==> config.mk <==
export PLATFORM = sky130hd
export DESIGN_NAME = phy_ctl_bank
export DESIGN_NICKNAME = d
export VERILOG_FILES = /design/src/phy_ctl_bank.v /design/src/phy_edge_det.v /design/src/phy_short_reset.v
export VERILOG_INCLUDE_DIRS = /design/src /design/src/include
export SDC_FILE = /design/constraint.sdc
export NUM_CORES = 1
export LEC_CHECK = 0
export BUFFER_PORTS_ARGS = -buffer_cell sky130_fd_sc_hd__buf_2
export CORE_UTILIZATION = 45
export DETAILED_ROUTE_END_ITERATION = 8
export PLACE_DENSITY = 0.79
export SYNTH_ARGS = -nofsm -noshare
export SYNTH_HDL_FRONTEND = slang
export SYNTH_HIERARCHICAL = 1
export SYNTH_SLANG_ARGS = --single-unit
==> constraint.sdc <==
create_clock -name clk -period 2 [get_ports clk]
set_input_delay 0.1 -clock clk [delete_from_list [all_inputs] [get_ports clk]]
set_output_delay 0.1 -clock clk [all_outputs]
set_load 0.005 [all_outputs]
==> src/include/phy_ctl_regs.vh <==
/*
 Register offsets, field positions, reset values and timing counts for the PHY status and control bank.
 Assumes inclusion by bare name from the design files.
*/
`ifndef PHY_CTL_REGS_VH
`define PHY_CTL_REGS_VH

`define ADDR_CTRL          12'h000
`define ADDR_FLAGS         12'h004
`define ADDR_SELECT        12'h008
`define ADDR_STATUS        12'h00C

`define CTRL_SHORT_RST     0
`define CTRL_FAST_ARB      1
`define CTRL_MIXED_SPEED   2
`define CTRL_RESUME_EN     3

`define FLAG_LOOP          0
`define FLAG_PWR_DROP      1
`define FLAG_EXPIRY        2
`define FLAG_PORT_CHG      3

`define SEL_PAGE_LSB       0
`define SEL_PAGE_MSB       2
`define SEL_PORT_LSB       4
`define SEL_PORT_MSB       7

`define STAT_SHORT_BUSY    0
`define STAT_LINK_WAKE     1
`define STAT_PWR_SENSE     2
`define STAT_BUS_RESET     3

`define SHORT_RST_NS       1300
`define CLK_PERIOD_NS      8
`define ZERO32             32'h00000000
`define ZERO4              4'h0
`define ZERO3              3'h0

`endif

==> src/phy_ctl_bank.v <==
/*
 PHY base status and control bits behind an APB slave: short reset request, sticky flags, enables, page and port select.
 Assumes synchronous inputs, one clock, APB master per protocol; zero-wait answers.
*/
// Implementation choices: the address map and register access over APB.
// Overview of operation
// Writing 1 to the short reset request starts a 1.3 us arbitrated bus reset at the next opportunity.
// Any bus reset returns the short reset request bit to 0.
// An arbitration time-out at tree-ID start sets the cycle topology flag, cleared by reset or writing 1.
// Cycle topology flag with resume notify enable wakes the link layer when it is or becomes inactive.
// A non-loop node timing out on tree-ID or self-ID sets the state expiry flag and does a bus reset.
// Each fall of cable power sense sets the cable power drop flag, cleared by reset or writing 1.
// A state time-out sets the state expiry flag and causes a bus reset; cleared by reset or writing 1.
// Bias, connect, disable or fault changes on an enabled port set the port change flag; bias only if enabled.
// With resume notify enable set, resume start on any port also sets the port change flag.
// The fast arbitration enable gates accelerated arbitration; reset clears it, bus reset does not.
// The mixed speed enable permits mixed-speed concatenation; reset clears it, bus reset does not.
// The 3-bit page select chooses the page for addresses 8 to 15; reset clears it, bus reset does not.
// The 4-bit port select picks the port from 0 for per-port accesses; reset clears it only.
// Resume notify enable gates resume events into the port change flag; reset clears it only.
// Writing 0 to a flag keeps it, and a hardware set beats a same-cycle clear.
`timescale 1ns/10ps
`include "phy_ctl_regs.vh"
module phy_ctl_bank #(
   parameter NPORTS   = 3,
   parameter SHORT_CW = 8
) (
   input  wire              clk,
   input  wire              rst,
   input  wire              psel,
   input  wire              penable,
   input  wire              pwrite,
   input  wire [11:0]       paddr,
   input  wire [31:0]       pwdata,
   output reg  [31:0]       prdata,
   output reg               pready,
   output reg               pslverr,
   input  wire              cable_power_sense,
   input  wire              tree_start_timeout,
   input  wire              state_timeout,
   input  wire              bus_idle,
   input  wire              link_layer_active,
   input  wire              other_bus_reset,
   input  wire [NPORTS-1:0] port_int_enable,
   input  wire [NPORTS-1:0] port_bias,
   input  wire [NPORTS-1:0] port_connected,
   input  wire [NPORTS-1:0] port_disabled,
   input  wire [NPORTS-1:0] port_fault,
   input  wire [NPORTS-1:0] port_resume_start,
   output reg               bus_reset_out,
   output reg               short_reset_active,
   output reg               link_layer_wake,
   output reg               fast_arb_en,
   output reg               mixed_speed_en,
   output reg  [2:0]        page_select,
   output reg  [3:0]        port_select
);
   localparam SHORT_CYC = (`SHORT_RST_NS + `CLK_PERIOD_NS - 1) / `CLK_PERIOD_NS;

   reg              short_req_reg;
   reg              resume_en_reg;
   reg              loop_reg;
   reg              pwr_drop_reg;
   reg              expiry_reg;
   reg              port_chg_reg;
   reg [NPORTS-1:0] bias_last_reg;
   reg [NPORTS-1:0] con_last_reg;
   reg [NPORTS-1:0] dis_last_reg;
   reg [NPORTS-1:0] fault_last_reg;

   wire        pwr_fall;
   wire        short_busy;
   wire        short_done;
   wire        setup_ph  = psel && !penable;
   wire        wr_take   = psel && penable && pwrite;
   wire        short_go  = short_req_reg && bus_idle && !short_busy;
   wire        any_reset = short_done || state_timeout || other_bus_reset;

   function hit;
      input [11:0] a;
      input [11:0] b;
      begin
         hit = (a == b);
      end
   endfunction

   // Clear only on a written 1 and when no set arrives
   function sticky_next;
      input cur;
      input set;
      input clr_write;
      input wbit;
      begin
         sticky_next = set | (cur & ~(clr_write & wbit));
      end
   endfunction

   phy_edge_det u_pwr_edge (
      .clk        (clk),
      .rst        (rst),
      .level_in   (cable_power_sense),
      .fall_pulse (pwr_fall)
   );

   phy_short_reset #(
      .CYCLES (SHORT_CYC),
      .CW     (SHORT_CW)
   ) u_short (
      .clk   (clk),
      .rst   (rst),
      .start (short_go),
      .busy  (short_busy),
      .done  (short_done)
   );

   wire [NPORTS-1:0] chg_vec = port_int_enable &
                               (((port_bias ^ bias_last_reg) & ~port_disabled) |
                                (port_connected ^ con_last_reg) |
                                (port_disabled ^ dis_last_reg) |
                                (port_fault ^ fault_last_reg));
   wire port_set = (|chg_vec) || (resume_en_reg && (|port_resume_start));
   wire wr_flags = wr_take && hit(paddr, `ADDR_FLAGS);
   wire wr_ctrl  = wr_take && hit(paddr, `ADDR_CTRL);
   wire wr_sel   = wr_take && hit(paddr, `ADDR_SELECT);

   always @(posedge clk) begin
      // Trackers follow the pins in reset too: no false port event at release
      bias_last_reg  <= port_bias;
      con_last_reg   <= port_connected;
      dis_last_reg   <= port_disabled;
      fault_last_reg <= port_fault;
      if (rst) begin
         short_req_reg  <= 1'b0;
         resume_en_reg  <= 1'b0;
         loop_reg       <= 1'b0;
         pwr_drop_reg   <= 1'b0;
         expiry_reg     <= 1'b0;
         port_chg_reg   <= 1'b0;
         fast_arb_en    <= 1'b0;
         mixed_speed_en <= 1'b0;
         page_select    <= `ZERO3;
         port_select    <= `ZERO4;
      end else begin
         // Bus reset wins over a same-cycle request write
         if (any_reset)
            short_req_reg <= 1'b0;
         else if (wr_ctrl && pwdata[`CTRL_SHORT_RST])
            short_req_reg <= 1'b1;
         if (wr_ctrl) begin
            fast_arb_en    <= pwdata[`CTRL_FAST_ARB];
            mixed_speed_en <= pwdata[`CTRL_MIXED_SPEED];
            resume_en_reg  <= pwdata[`CTRL_RESUME_EN];
         end
         if (wr_sel) begin
            page_select <= pwdata[`SEL_PAGE_MSB:`SEL_PAGE_LSB];
            port_select <= pwdata[`SEL_PORT_MSB:`SEL_PORT_LSB];
         end
         loop_reg     <= sticky_next(loop_reg, tree_start_timeout, wr_flags, pwdata[`FLAG_LOOP]);
         pwr_drop_reg <= sticky_next(pwr_drop_reg, pwr_fall, wr_flags, pwdata[`FLAG_PWR_DROP]);
         expiry_reg   <= sticky_next(expiry_reg, state_timeout, wr_flags, pwdata[`FLAG_EXPIRY]);
         port_chg_reg <= sticky_next(port_chg_reg, port_set, wr_flags, pwdata[`FLAG_PORT_CHG]);
      end
   end

   // Registered outputs; bus reset pulse one cycle after its cause
   always @(posedge clk) begin
      if (rst) begin
         bus_reset_out      <= 1'b0;
         short_reset_active <= 1'b0;
         link_layer_wake    <= 1'b0;
      end else begin
         bus_reset_out      <= any_reset;
         short_reset_active <= short_busy || short_go;
         // Wake held while condition stands and link stays asleep
         link_layer_wake    <= loop_reg && resume_en_reg && !link_layer_active;
      end
   end

   // Zero-wait APB: ready in every access cycle, data latched in setup
   always @(posedge clk) begin
      if (rst) begin
         prdata  <= `ZERO32;
         pready  <= 1'b0;
         pslverr <= 1'b0;
      end else begin
         pready  <= setup_ph;
         pslverr <= 1'b0;
         if (setup_ph) begin
            prdata <= `ZERO32;
            if (hit(paddr, `ADDR_CTRL)) begin
               prdata[`CTRL_SHORT_RST]   <= short_req_reg;
               prdata[`CTRL_FAST_ARB]    <= fast_arb_en;
               prdata[`CTRL_MIXED_SPEED] <= mixed_speed_en;
               prdata[`CTRL_RESUME_EN]   <= resume_en_reg;
            end else if (hit(paddr, `ADDR_FLAGS)) begin
               prdata[`FLAG_LOOP]     <= loop_reg;
               prdata[`FLAG_PWR_DROP] <= pwr_drop_reg;
               prdata[`FLAG_EXPIRY]   <= expiry_reg;
               prdata[`FLAG_PORT_CHG] <= port_chg_reg;
            end else if (hit(paddr, `ADDR_SELECT)) begin
               prdata[`SEL_PAGE_MSB:`SEL_PAGE_LSB] <= page_select;
               prdata[`SEL_PORT_MSB:`SEL_PORT_LSB] <= port_select;
            end else if (hit(paddr, `ADDR_STATUS)) begin
               prdata[`STAT_SHORT_BUSY] <= short_busy;
               prdata[`STAT_LINK_WAKE]  <= link_layer_wake;
               prdata[`STAT_PWR_SENSE]  <= cable_power_sense;
               prdata[`STAT_BUS_RESET]  <= bus_reset_out;
            end else begin
               pslverr <= 1'b1;
            end
         end
      end
   end
endmodule // phy_ctl_bank

==> src/phy_edge_det.v <==
/*
 Event detector: pulses on a falling edge of a synchronous level.
 Assumes the input is already synchronous to clk.
*/
`timescale 1ns/10ps
module phy_edge_det (
   input  wire clk,
   input  wire rst,
   input  wire level_in,
   output wire fall_pulse
);
   reg last_reg;

   // Follows the pin in reset too, so a low level at release is no drop
   always @(posedge clk) begin
      last_reg <= level_in;
   end

   // No pulse while in reset
   assign fall_pulse = last_reg & ~level_in & ~rst;
endmodule // phy_edge_det

==> src/phy_short_reset.v <==
/*
 Short arbitrated bus reset timer.
 Assumes start is a one-cycle pulse taken only while idle and bus free.
*/
`timescale 1ns/10ps
`include "phy_ctl_regs.vh"
module phy_short_reset #(
   parameter CYCLES = 163,
   parameter CW     = 8
) (
   input  wire clk,
   input  wire rst,
   input  wire start,
   output wire busy,
   output wire done
);
   reg [CW-1:0] cnt_reg;
   reg          busy_reg;

   always @(posedge clk) begin
      if (rst) begin
         cnt_reg  <= {CW{1'b0}};
         busy_reg <= 1'b0;
      end else if (start && !busy_reg) begin
         cnt_reg  <= CYCLES[CW-1:0] - 1'b1;
         busy_reg <= 1'b1;
      end else if (busy_reg) begin
         if (cnt_reg == {CW{1'b0}})
            busy_reg <= 1'b0;
         else
            cnt_reg <= cnt_reg - 1'b1;
      end
   end

   assign busy = busy_reg;
   assign done = busy_reg && (cnt_reg == {CW{1'b0}});
endmodule // phy_short_reset

Yosys cells after proc, flatten, opt, wreduce, memory -nomap -nowiden
Cells that the tools add are included.

Register bits: 50. Bits in latches: 0. Memory bits (writable): 0. Bits in read-only memories: 0. Input port bits: 73. Output and inout port bits: 46. Logic and storage cells: 107. Memories: 0.

Add/subtract/negate cells: 1. $mul: 0. Divide/modulo/power cells: 0. Order comparisons: 0. Equal/unequal tests: 4. Shift-type cells: 0. Multiplexer cells: 15. Bitwise operators: 32. Reduce and logical (&&, ||, !) cells: 31.

Operators with widths (count): $eq A12 B4 Y1 const B (2); $mux W4 (6); $mux W8 (3); $logic_and A1 B1 Y1 (14); $eq A12 B3 Y1 const B (1); $logic_not A12 Y1 (1); $xor A3 B3 Y3 (4); $and A1 B1 Y1 (10); $or A3 B3 Y3 (3); $logic_not A8 Y1 (1); $not A1 Y1 (8); $sub A8 B1 Y8 const B (1); $and A3 B3 Y3 (2); $reduce_or A3 Y1 (2); $mux W1 (5); $reduce_or A5 Y1 (1); $logic_or A1 B1 Y1 (4); $or A1 B1 Y1 (4); $reduce_and A2 Y1 (2); $reduce_or A2 Y1 (2); $logic_not A1 Y1 (3); $mux W3 (1); $not A3 Y3 (1); $ne A2 B1 Y1 const B (1); $reduce_bool A2 Y1 (1).

Depth between registers and ports, before layout
Gate-level depths: netlist of run 1.

Depth in word-level cells: 9. Depth in mapped cells: 7. Depth with buffers taken out: 6.

Hierarchy
Netlist of run 1, hierarchy kept.

Modules (own cells, without submodules): phy_ctl_bank (times used 1, cells each 187, area each 1799.2 um2, sequential area each 800.8 um2); phy_short_reset (times used 1, cells each 52, area each 483.0 um2, sequential area each 180.2 um2); phy_edge_det (times used 1, cells each 2, area each 32.5 um2, sequential area each 20.0 um2).

Worst setup path after synthesis of run 1
Ideal clock, no wire load.

Path kind: input -> register. Start point: in paddr[9]. End point: reg port_chg_reg. Setup time: 138 ps. Arrival: 1655 ps. Required time: 1862 ps. Slack: 207 ps. Stages: 6. Path buffers: 2. Cells stage by stage: or4_1 > buf_2 > or4_4 > buf_6 > o21ai_0 > a41oi_1.

Longest elaborated chain between the ends: 6.

Ends and longest elaborated chain: from (decl) (line phy_ctl_bank.v:33) `input wire [11:0] paddr,`; $eq A12 B3 Y1 (line phy_ctl_bank.v:83) `hit = (a == b);`; $logic_and A1 B1 Y1 (line phy_ctl_bank.v:122) `` wire wr_flags = wr_take && hit(paddr, `ADDR_FLAGS); ``; $and A1 B1 Y1 (line phy_ctl_bank.v:94) `sticky_next = set | (cur & ~(clr_write & wbit));`; $not A1 Y1 (line phy_ctl_bank.v:94); $and A1 B1 Y1 (line phy_ctl_bank.v:94); $or A1 B1 Y1 (line phy_ctl_bank.v:94); to (signal assigned) (line phy_ctl_bank.v:161) `` port_chg_reg <= sticky_next(port_chg_reg, port_set, wr_flags, pwdata[`FLAG_PORT_CHG]); ``; to (decl) (line phy_ctl_bank.v:65) `reg port_chg_reg;`.

Every way passes these cells. A chain may end at the register's enable or synchronous reset.

Final worst setup path of run 1
Start point: reg u_short.cnt_reg[0]. End point: reg u_short.cnt_reg[7].

Longest elaborated chain between the ends: 4. Elaborated cells between the ends (all ways): 7. Classes of those cells: 1 x add/sub; 1 x eq/ne; 3 x mux; 2 x reduce/logical.

Ends and longest elaborated chain: from (decl) (line phy_short_reset.v:17) `reg [CW-1:0] cnt_reg;`; from (signal assigned) (line phy_short_reset.v:22) `cnt_reg <= {CW{1'b0}};`; from (signal assigned) (line phy_short_reset.v:25) `cnt_reg <= CYCLES[CW-1:0] - 1'b1;`; from (signal assigned) (line phy_short_reset.v:31) `cnt_reg <= cnt_reg - 1'b1;`; $sub A8 B1 Y8 (line phy_short_reset.v:31); $mux W8 (line phy_short_reset.v:28) `if (cnt_reg == {CW{1'b0}})`; $mux W8 (line phy_short_reset.v:27) `end else if (busy_reg) begin`; $mux W8 (line phy_short_reset.v:24) `end else if (start && !busy_reg) begin`.

Several ways; a longest one is shown, not always the timed one. The select of a mux whose other input is x is not followed.

==> insert_results.sql, run 1 <==
INSERT INTO impl_metrics (metric_group, metric, value, unit) VALUES
('layout', 'layout-area-overhead-vs-synth', '23.8', '%'),
('cts', 'cts_made_buffers', '5', ''),
('cts', 'cts-resized-gates', '0', ''),
('power_and_ir_drop', 'internal_power', '1.39', 'mW'),
('power_and_ir_drop', 'cellLeakagePower', '1.25', 'nW'),
('timing', 'totalNegativeSetupSlack', '0', 'ns'),
('logic_synthesis', 'post_synth_inst_count', '241', ''),
('logic_synthesis', 'netlist_top_cells_area', 'sky130_fd_sc_hd__dfxtp_1 (43%), sky130_fd_sc_hd__buf_4 (7.8%), sky130_fd_sc_hd__xor2_1 (4.5%)', ''),
('grt', 'grt_antenna_before_repair', '0', ''),
('layout', 'fin_util', '0.591', ''),
('timing', 'timing.final.setup_violations', '0', ''),
('place', 'gp_congestion', '0.825', ''),
('die', 'fp.dieArea', '5430', 'µm²'),
('detailed_routing', 'dr.pass1.iters', '4', ''),
('logic_synthesis', 'synth_seq_cells', '50', ''),
('logic_synthesis', 'synthesized_area_divided_by_synthesized_cell_count', '9.60', 'µm²'),
('worst_setup_path', 'timing.reg2reg.setup_slack', '0.21', 'ns'),
('worst_setup_path', 'timing.reg2reg.worst_path_depth', '6', ''),
('grt', 'grt_pass1_vias', '1746', ''),
('die', 'core.rowCount', '25', ''),
('grt', 'maximum_number_of_pins_on_one_net_before_global_route_repair', '22', ''),
('grt', 'gr-total-overflow', '0', ''),
('die', 'io-pin-count', '119', ''),
('cts', 'ctsLongestPathBuffers', '2', ''),
('detailed_routing', 'drt_iter0_drc', '71', ''),
('worst_setup_path', 'worst_setup_path_end_kind', 'flip-flop', ''),
('layout', 'n_antenna_cell', '0', ''),
('logic_synthesis', 'seq_area_frac_synth', '0.432', ''),
('detailed_routing', 'viasPerCell', '4.79', ''),
('worst_setup_path', 'startpoint_type_of_the_worst_setup_path', 'flip-flop', ''),
('logic_synthesis', 'yosys.area.top_type_share', '0.432', ''),
('detailed_routing', 'total_wire_length', '4690', 'µm'),
('cts', 'cts.htree.levels', '2', ''),
('power_and_ir_drop', 'max-vdd-ir-drop', '0.000527', 'V'),
('power_and_ir_drop', 'power.share.clock', '0.335', ''),
('cts', 'clock_latency', '0.30', 'ns'),
('timing', 'fin_crit', '1.79', 'ns'),
('power_and_ir_drop', 'cellPowerDensity', '630', 'nW/µm²'),
('timing', 'drv_slew', '0', ''),
('min_path', 'whs_path_depth', '3', ''),
('timing', 'finalHoldViolations', '0', ''),
('power_and_ir_drop', 'net-switching-power', '418', 'µW'),
('grt', 'grt_first_pass_wirelength', '7600', 'µm'),
('timing', 'timing.fmax', '0.560', 'GHz'),
('die', 'fp.dieH', '73.7', 'µm'),
('cts', 'clkTransAtPathRegs', '0.09', 'ns'),
('grt', 'grt_usage', '0.186', ''),
('timing', 'rsz0062_at_grt', 'no', ''),
('logic_synthesis', 'asyncSetResetFlopFracSynth', '0', ''),
('place', 'placement.io_buffers', '70', ''),
('logic_synthesis', 'synth-edff-count', '0', ''),
('logic_synthesis', 'post-synth-top-area-cell', 'sky130_fd_sc_hd__dfxtp_1', ''),
('die', 'floorplan.die.width', '73.7', 'µm'),
('detailed_routing', 'ant_nets', '0', ''),
('worst_setup_path', 'critical_path.reg2reg.endpoint', 'u_short/cnt_reg[7]', ''),
('place', 'dp_cells', '372', ''),
('logic_synthesis', 'ys.flop_type', 'sky130_fd_sc_hd__dfxtp_1', ''),
('min_path', 'hold-path-endpoint', 'loop_reg', ''),
('run_status', 'run_status', 'completed', ''),
('logic_synthesis', 'post_synth_num_cell_types', '46', ''),
('timing', 'fin_crit_sh', '0.893', ''),
('power_and_ir_drop', 'seqPwrFrac', '0.568', ''),
('cts', 'clock_sink_count', '50', ''),
('logic_synthesis', 'netlist_area', '2310', 'µm²'),
('layout', 'instances_no_fill', '394', ''),
('timing', 'max_slew.worst_pin.slew', '0.491', 'ns'),
('worst_setup_path', 'worst-endpoint-required', '2.19', 'ns'),
('worst_setup_path', 'worst_ep_arrival_time', '1.97', 'ns'),
('power_and_ir_drop', 'switching_share', '0.232', ''),
('min_path', 'worst_hold_startpoint', 'tree_start_timeout', ''),
('worst_setup_path', 'crit-reg2reg-launch', 'u_short/cnt_reg[0]', '');
routing by layer:
| metal | global-route usage | share of wire | vias to the layer above |
|---|---|---|---|
| li1 | - | - | 954 |
| met1 | 0.212 | 0.42 | 862 |
| met2 | 0.320 | 0.50 | 64 |
| met3 | 0.0700 | 0.068 | 6 |
| met4 | 0.0577 | 0.012 | 0 |
| met5 | 0 | 0 | - |
logic make-up after synthesis:
logic type | after synthesis | synth area share
AO/OA/AOI/OAI | 43 | 0.122
other | 1 | 0.00162
flip-flops | 50 | 0.432
buffers and inverters | 44 | 0.123
AND/OR/NAND/NOR | 74 | 0.185
multiplexers | 11 | 0.0643
adder cells (fa/ha/maj) | 2 | 0.0108
XOR/XNOR | 16 | 0.0605
power groups by stage:
stage / Sequential (mW) / Clock [mW] / Combinational, mW
2_1_floorplan: 1.05 / 0 / 0.117
3_3_place_gp: 1.05 / 0 / 0.150
3_5_place_dp: 1.05 / 0 / 0.153
4_1_cts: 1.03 / 0.620 / 0.174
5_1_grt: 1.03 / 0.664 / 0.197
6_report: 1.03 / 0.605 / 0.174
worst max-delay path, cell delays in order, from the launching register on:
cell,delay (ns)
sky130_fd_sc_hd__dfxtp_1,0.34
sky130_fd_sc_hd__inv_1,0.12
sky130_fd_sc_hd__ha_1,0.15
sky130_fd_sc_hd__or3b_2,0.55
sky130_fd_sc_hd__o2111ai_1,0.27
sky130_fd_sc_hd__xor2_1,0.17
sky130_fd_sc_hd__a21oi_1,0.08
repair_timing:
item                                   in CTS  in global routing
endpoints found under the hold margin      14                  0
hold buffers                               14                  0
setup endpoints to repair                   0                  0
metrics by stage:
stage | total power, mW | worst slack [ns] | cell area, µm² | hold slack [ns]
detailed placement | 1.20 | 0.202 | 2630 | 0.229
floorplan | 1.16 | 0.207 | 2400 | 0.128
CTS | 1.82 | 0.212 | 2870 | 0.0182
global route | 1.89 | 0.128 | 2870 | 0.0280
global placement | 1.20 | 0.192 | 2630 | 0.225
finish | 1.81 | 0.214 | 2870 | 0.0301
area by class of cell:
class                           count  area, µm²  area share
Clock buffer                        7       86.3      0.0301
Tap cell                           67       83.8      0.0293
Sequential cell                    50       1000       0.349
Timing Repair Buffer               91        543       0.190
Clock inverter                      1       5.00     0.00175
Multi-Input combinational cell    170       1120       0.390
Inverter                            8       30.0      0.0105
cells in the final DEF, fill, tap and decap left out, types with 5 or more instances in the layout:
| master | Yosys | layout |
|---|---|---|
| sky130_fd_sc_hd__a21oi_1 | 16 | 16 |
| sky130_fd_sc_hd__buf_2 | 3 | 70 |
| sky130_fd_sc_hd__buf_4 | 24 | 7 |
| sky130_fd_sc_hd__clkbuf_8 | 1 | 6 |
| sky130_fd_sc_hd__conb_1 | 1 | 24 |
| sky130_fd_sc_hd__dfxtp_1 | 50 | 50 |
| sky130_fd_sc_hd__dlygate4sd3_1 | 0 | 14 |
| sky130_fd_sc_hd__inv_1 | 8 | 8 |
| sky130_fd_sc_hd__mux2i_1 | 7 | 7 |
| sky130_fd_sc_hd__nand2_1 | 12 | 12 |
| sky130_fd_sc_hd__nand3_1 | 5 | 5 |
| sky130_fd_sc_hd__nor2_1 | 26 | 26 |
| sky130_fd_sc_hd__nor3_1 | 6 | 6 |
| sky130_fd_sc_hd__o21ai_0 | 9 | 9 |
| sky130_fd_sc_hd__xor2_1 | 12 | 12 |
how the worst max path moves through the flow:
stage	slack, ns	endpoint	start
2_1_floorplan	0.21	port_chg_reg	paddr[9]
3_3_place_gp	0.19	port_chg_reg	paddr[9]
3_5_place_dp	0.20	port_chg_reg	paddr[9]
4_1_cts	0.21	u_short/cnt_reg[7]	u_short/cnt_reg[0]
5_1_grt	0.13	u_short/cnt_reg[5]	u_short/cnt_reg[1]
6_report	0.21	u_short/cnt_reg[7]	u_short/cnt_reg[0]
No activity file was read; power rests on OpenSTA's default activity.
==> run 2: changes to the inputs <==
Settings changed: CORE_ASPECT_RATIO set to 0.8.
==> insert_results.sql, run 2 (synthesized netlist as in run 1, its figures left out) <==
INSERT INTO impl_metrics (metric_group, metric, value, unit) VALUES
('detailed_routing', 'viasPerCell', '4.95', ''),
('grt', 'maximum_number_of_pins_on_one_net_before_global_route_repair', '19', ''),
('detailed_routing', 'dr.pass1.iters', '4', ''),
('layout', 'layout_common_cells', 'sky130_fd_sc_hd__buf_2 (70), sky130_fd_sc_hd__dfxtp_1 (50), sky130_fd_sc_hd__nor2_1 (26)', ''),
('place', 'placement.io_buffers', '70', ''),
('die', 'fp.dieArea', '5440', 'µm²'),
('worst_setup_path', 'timing.reg2reg.setup_slack', '0.17', 'ns'),
('cts', 'ctsRootBufferMaster', 'sky130_fd_sc_hd__clkbuf_8', ''),
('cts', 'cts_tree', 'done', ''),
('layout', 'layout-area-overhead-vs-synth', '24.5', '%'),
('timing', 'fin_crit_sh', '0.916', ''),
('layout', 'instances_no_fill', '388', ''),
('worst_setup_path', 'startpoint_type_of_the_worst_setup_path', 'flip-flop', ''),
('grt', 'grt_antenna_before_repair', '0', ''),
('detailed_routing', 'avgRoutedWirePerCell', '12.5', 'µm'),
('timing', 'drv_slew', '0', ''),
('detailed_routing', 'total_wire_length', '4850', 'µm'),
('cts', 'clock_latency', '0.30', 'ns'),
('detailed_routing', 'drt_iter0_drc', '134', ''),
('worst_setup_path', 'critical_path_peak_fanout', '8', ''),
('timing', 'final_critical_path_setup_slack', '0.167', 'ns'),
('worst_setup_path', 'cell_type_of_the_slowest_stage_on_the_worst_timing_path', 'sky130_fd_sc_hd__or3b_2', ''),
('layout', 'n_antenna_cell', '0', ''),
('worst_setup_path', 'critical_path.top_delay_family', 'simple AND/OR/NAND/NOR gates', ''),
('worst_setup_path', 'worstSetupPathDepth', '6', ''),
('cts', 'clock_sink_count', '50', ''),
('place', 'post-place-ws', '0.177', 'ns'),
('worst_setup_path', 'timing_worst_setup_path_type', 'flip-flop to flip-flop', ''),
('timing', 'holdWs', '0.0274', 'ns'),
('place', 'dp_hpwl', '3510', 'µm'),
('layout', 'layout-drive-gt1-share', '0.302', ''),
('detailed_routing', 'drc', '0', ''),
('detailed_routing', 'detailroute.via_count', '1919', ''),
('layout', 'finish.net_count', '402', ''),
('worst_setup_path', 'worst_setup_path_end_kind', 'flip-flop', ''),
('place', 'gp_congestion', '0.834', ''),
('power_and_ir_drop', 'cellPowerDensity', '659', 'nW/µm²'),
('timing', 'skew', '0.00777', 'ns'),
('die', 'design.core.area', '4760', 'µm²'),
('run_status', 'run_status', 'completed', ''),
('timing', 'fin_crit', '1.83', 'ns'),
('layout', 'layout.cells.most_common', 'sky130_fd_sc_hd__buf_2', ''),
('timing', 'timing.final.setup_violations', '0', ''),
('cts', 'ctsLongestPathBuffers', '2', ''),
('worst_setup_path', 'critical_path.cell_chain', 'inv_1 -> ha_1 -> or3b_2 -> o211ai_1 -> xor2_1 -> a21oi_1', ''),
('worst_setup_path', 'critPathBufInv', '1', ''),
('worst_setup_path', 'worst_ep_arrival_time', '2.01', 'ns'),
('grt', 'grt_usage', '0.185', ''),
('timing', 'totalNegativeSetupSlack', '0', 'ns'),
('worst_setup_path', 'worst-endpoint-required', '2.17', 'ns'),
('cts', 'clkTransAtPathRegs', '0.09', 'ns'),
('timing', 'finalHoldViolations', '0', ''),
('detailed_routing', 'ant_nets', '0', ''),
('min_path', 'whs_path_depth', '3', ''),
('grt', 'grt_pass1_vias', '1747', ''),
('cts', 'cts.htree.levels', '2', ''),
('grt', 'gr-total-overflow', '0', ''),
('layout', 'fin_util', '0.605', ''),
('job', 'maxcap_violations', '0', ''),
('worst_setup_path', 'crit_path_max_incr_delay', '0.56', 'ns'),
('die', 'io-pin-count', '119', ''),
('layout', 'final.fill_count', '414', ''),
('timing', 'timing.fmax', '0.546', 'GHz'),
('die', 'initial_utilization', '0.486', ''),
('die', 'fp.dieH', '66.2', 'µm'),
('min_path', 'timing.hold.worst.class', 'input port to flip-flop', ''),
('power_and_ir_drop', 'cellLeakagePower', '1.26', 'nW'),
('cts', 'cts_made_buffers', '5', ''),
('power_and_ir_drop', 'max-vdd-ir-drop', '0.000523', 'V'),
('cts', 'cts.repair_timing.setup_buffer_count', '0', ''),
('grt', 'grt_first_pass_wirelength', '7560', 'µm'),
('place', 'dp_cells', '366', ''),
('timing', 'rsz0062_at_grt', 'no', ''),
('die', 'core.rowCount', '22', ''),
('worst_setup_path', 'timing.reg2reg.worst_path_depth', '6', ''),
('die', 'floorplan.die.width', '82.2', 'µm');
[run 2: cell types whose count changed in the layout (fill, tap and decap cells not counted)]
cell	change
sky130_fd_sc_hd__buf_4	+1
sky130_fd_sc_hd__clkbuf_8	-1
sky130_fd_sc_hd__clkinv_2	-1
sky130_fd_sc_hd__clkinvlp_4	+1
sky130_fd_sc_hd__bufinv_16	+1
[run 2: worst min-delay path, stage by stage]
cell	delay, ns
sky130_fd_sc_hd__buf_2	0.10
sky130_fd_sc_hd__inv_1	0.04
sky130_fd_sc_hd__a21oi_1	0.05
[run 2: worst paths after layout]
| path | from | end |
|---|---|---|
| min reg2reg | prdata[2] | prdata[2] |
| min | tree_start_timeout | loop_reg |
| max | u_short/cnt_reg[0] | u_short/cnt_reg[5] |
| max reg2reg | u_short/cnt_reg[0] | u_short/cnt_reg[5] |
[run 2: what timing repair did]
action / in CTS / in global routing
hold endpoints to repair: 14 / 0
hold buffers: 14 / 0
gates resized for setup: 0 / 0
[run 2: per-stage QoR]
stage | total power [mW] | area [µm²]
4_1_cts | 1.92 | 2880
6_report | 1.90 | 2880
3_5_place_dp | 1.20 | 2630
3_3_place_gp | 1.20 | 2630
2_1_floorplan | 1.16 | 2400
5_1_grt | 1.99 | 2880
[run 2: layer usage]
| metal | share of wire | track usage | vias up |
|---|---|---|---|
| met3 | 0.068 | 0.0469 | 11 |
| met5 | 0 | 0 | - |
| met4 | 0.021 | 0.0724 | 0 |
| li1 | - | - | 959 |
| met1 | 0.43 | 0.223 | 880 |
| met2 | 0.48 | 0.313 | 69 |
[run 2: cell type report]
cell class              count  area, µm²  share of cell area
clock buffers               6       72.6              0.0252
clock inverters             2       37.5              0.0130
repair buffers             92        551               0.191
well taps                  60       75.1              0.0260
multi-input cells         170       1120               0.387
flip-flops and latches     50       1000               0.347
inverters                   8       30.0              0.0104
[run 2: power breakdown]
group	total [mW]	internal, mW	switching, mW
clock	0.696	0.373	0.323
sequential	1.03	1.02	0.00843
combinational	0.178	0.0917	0.0859
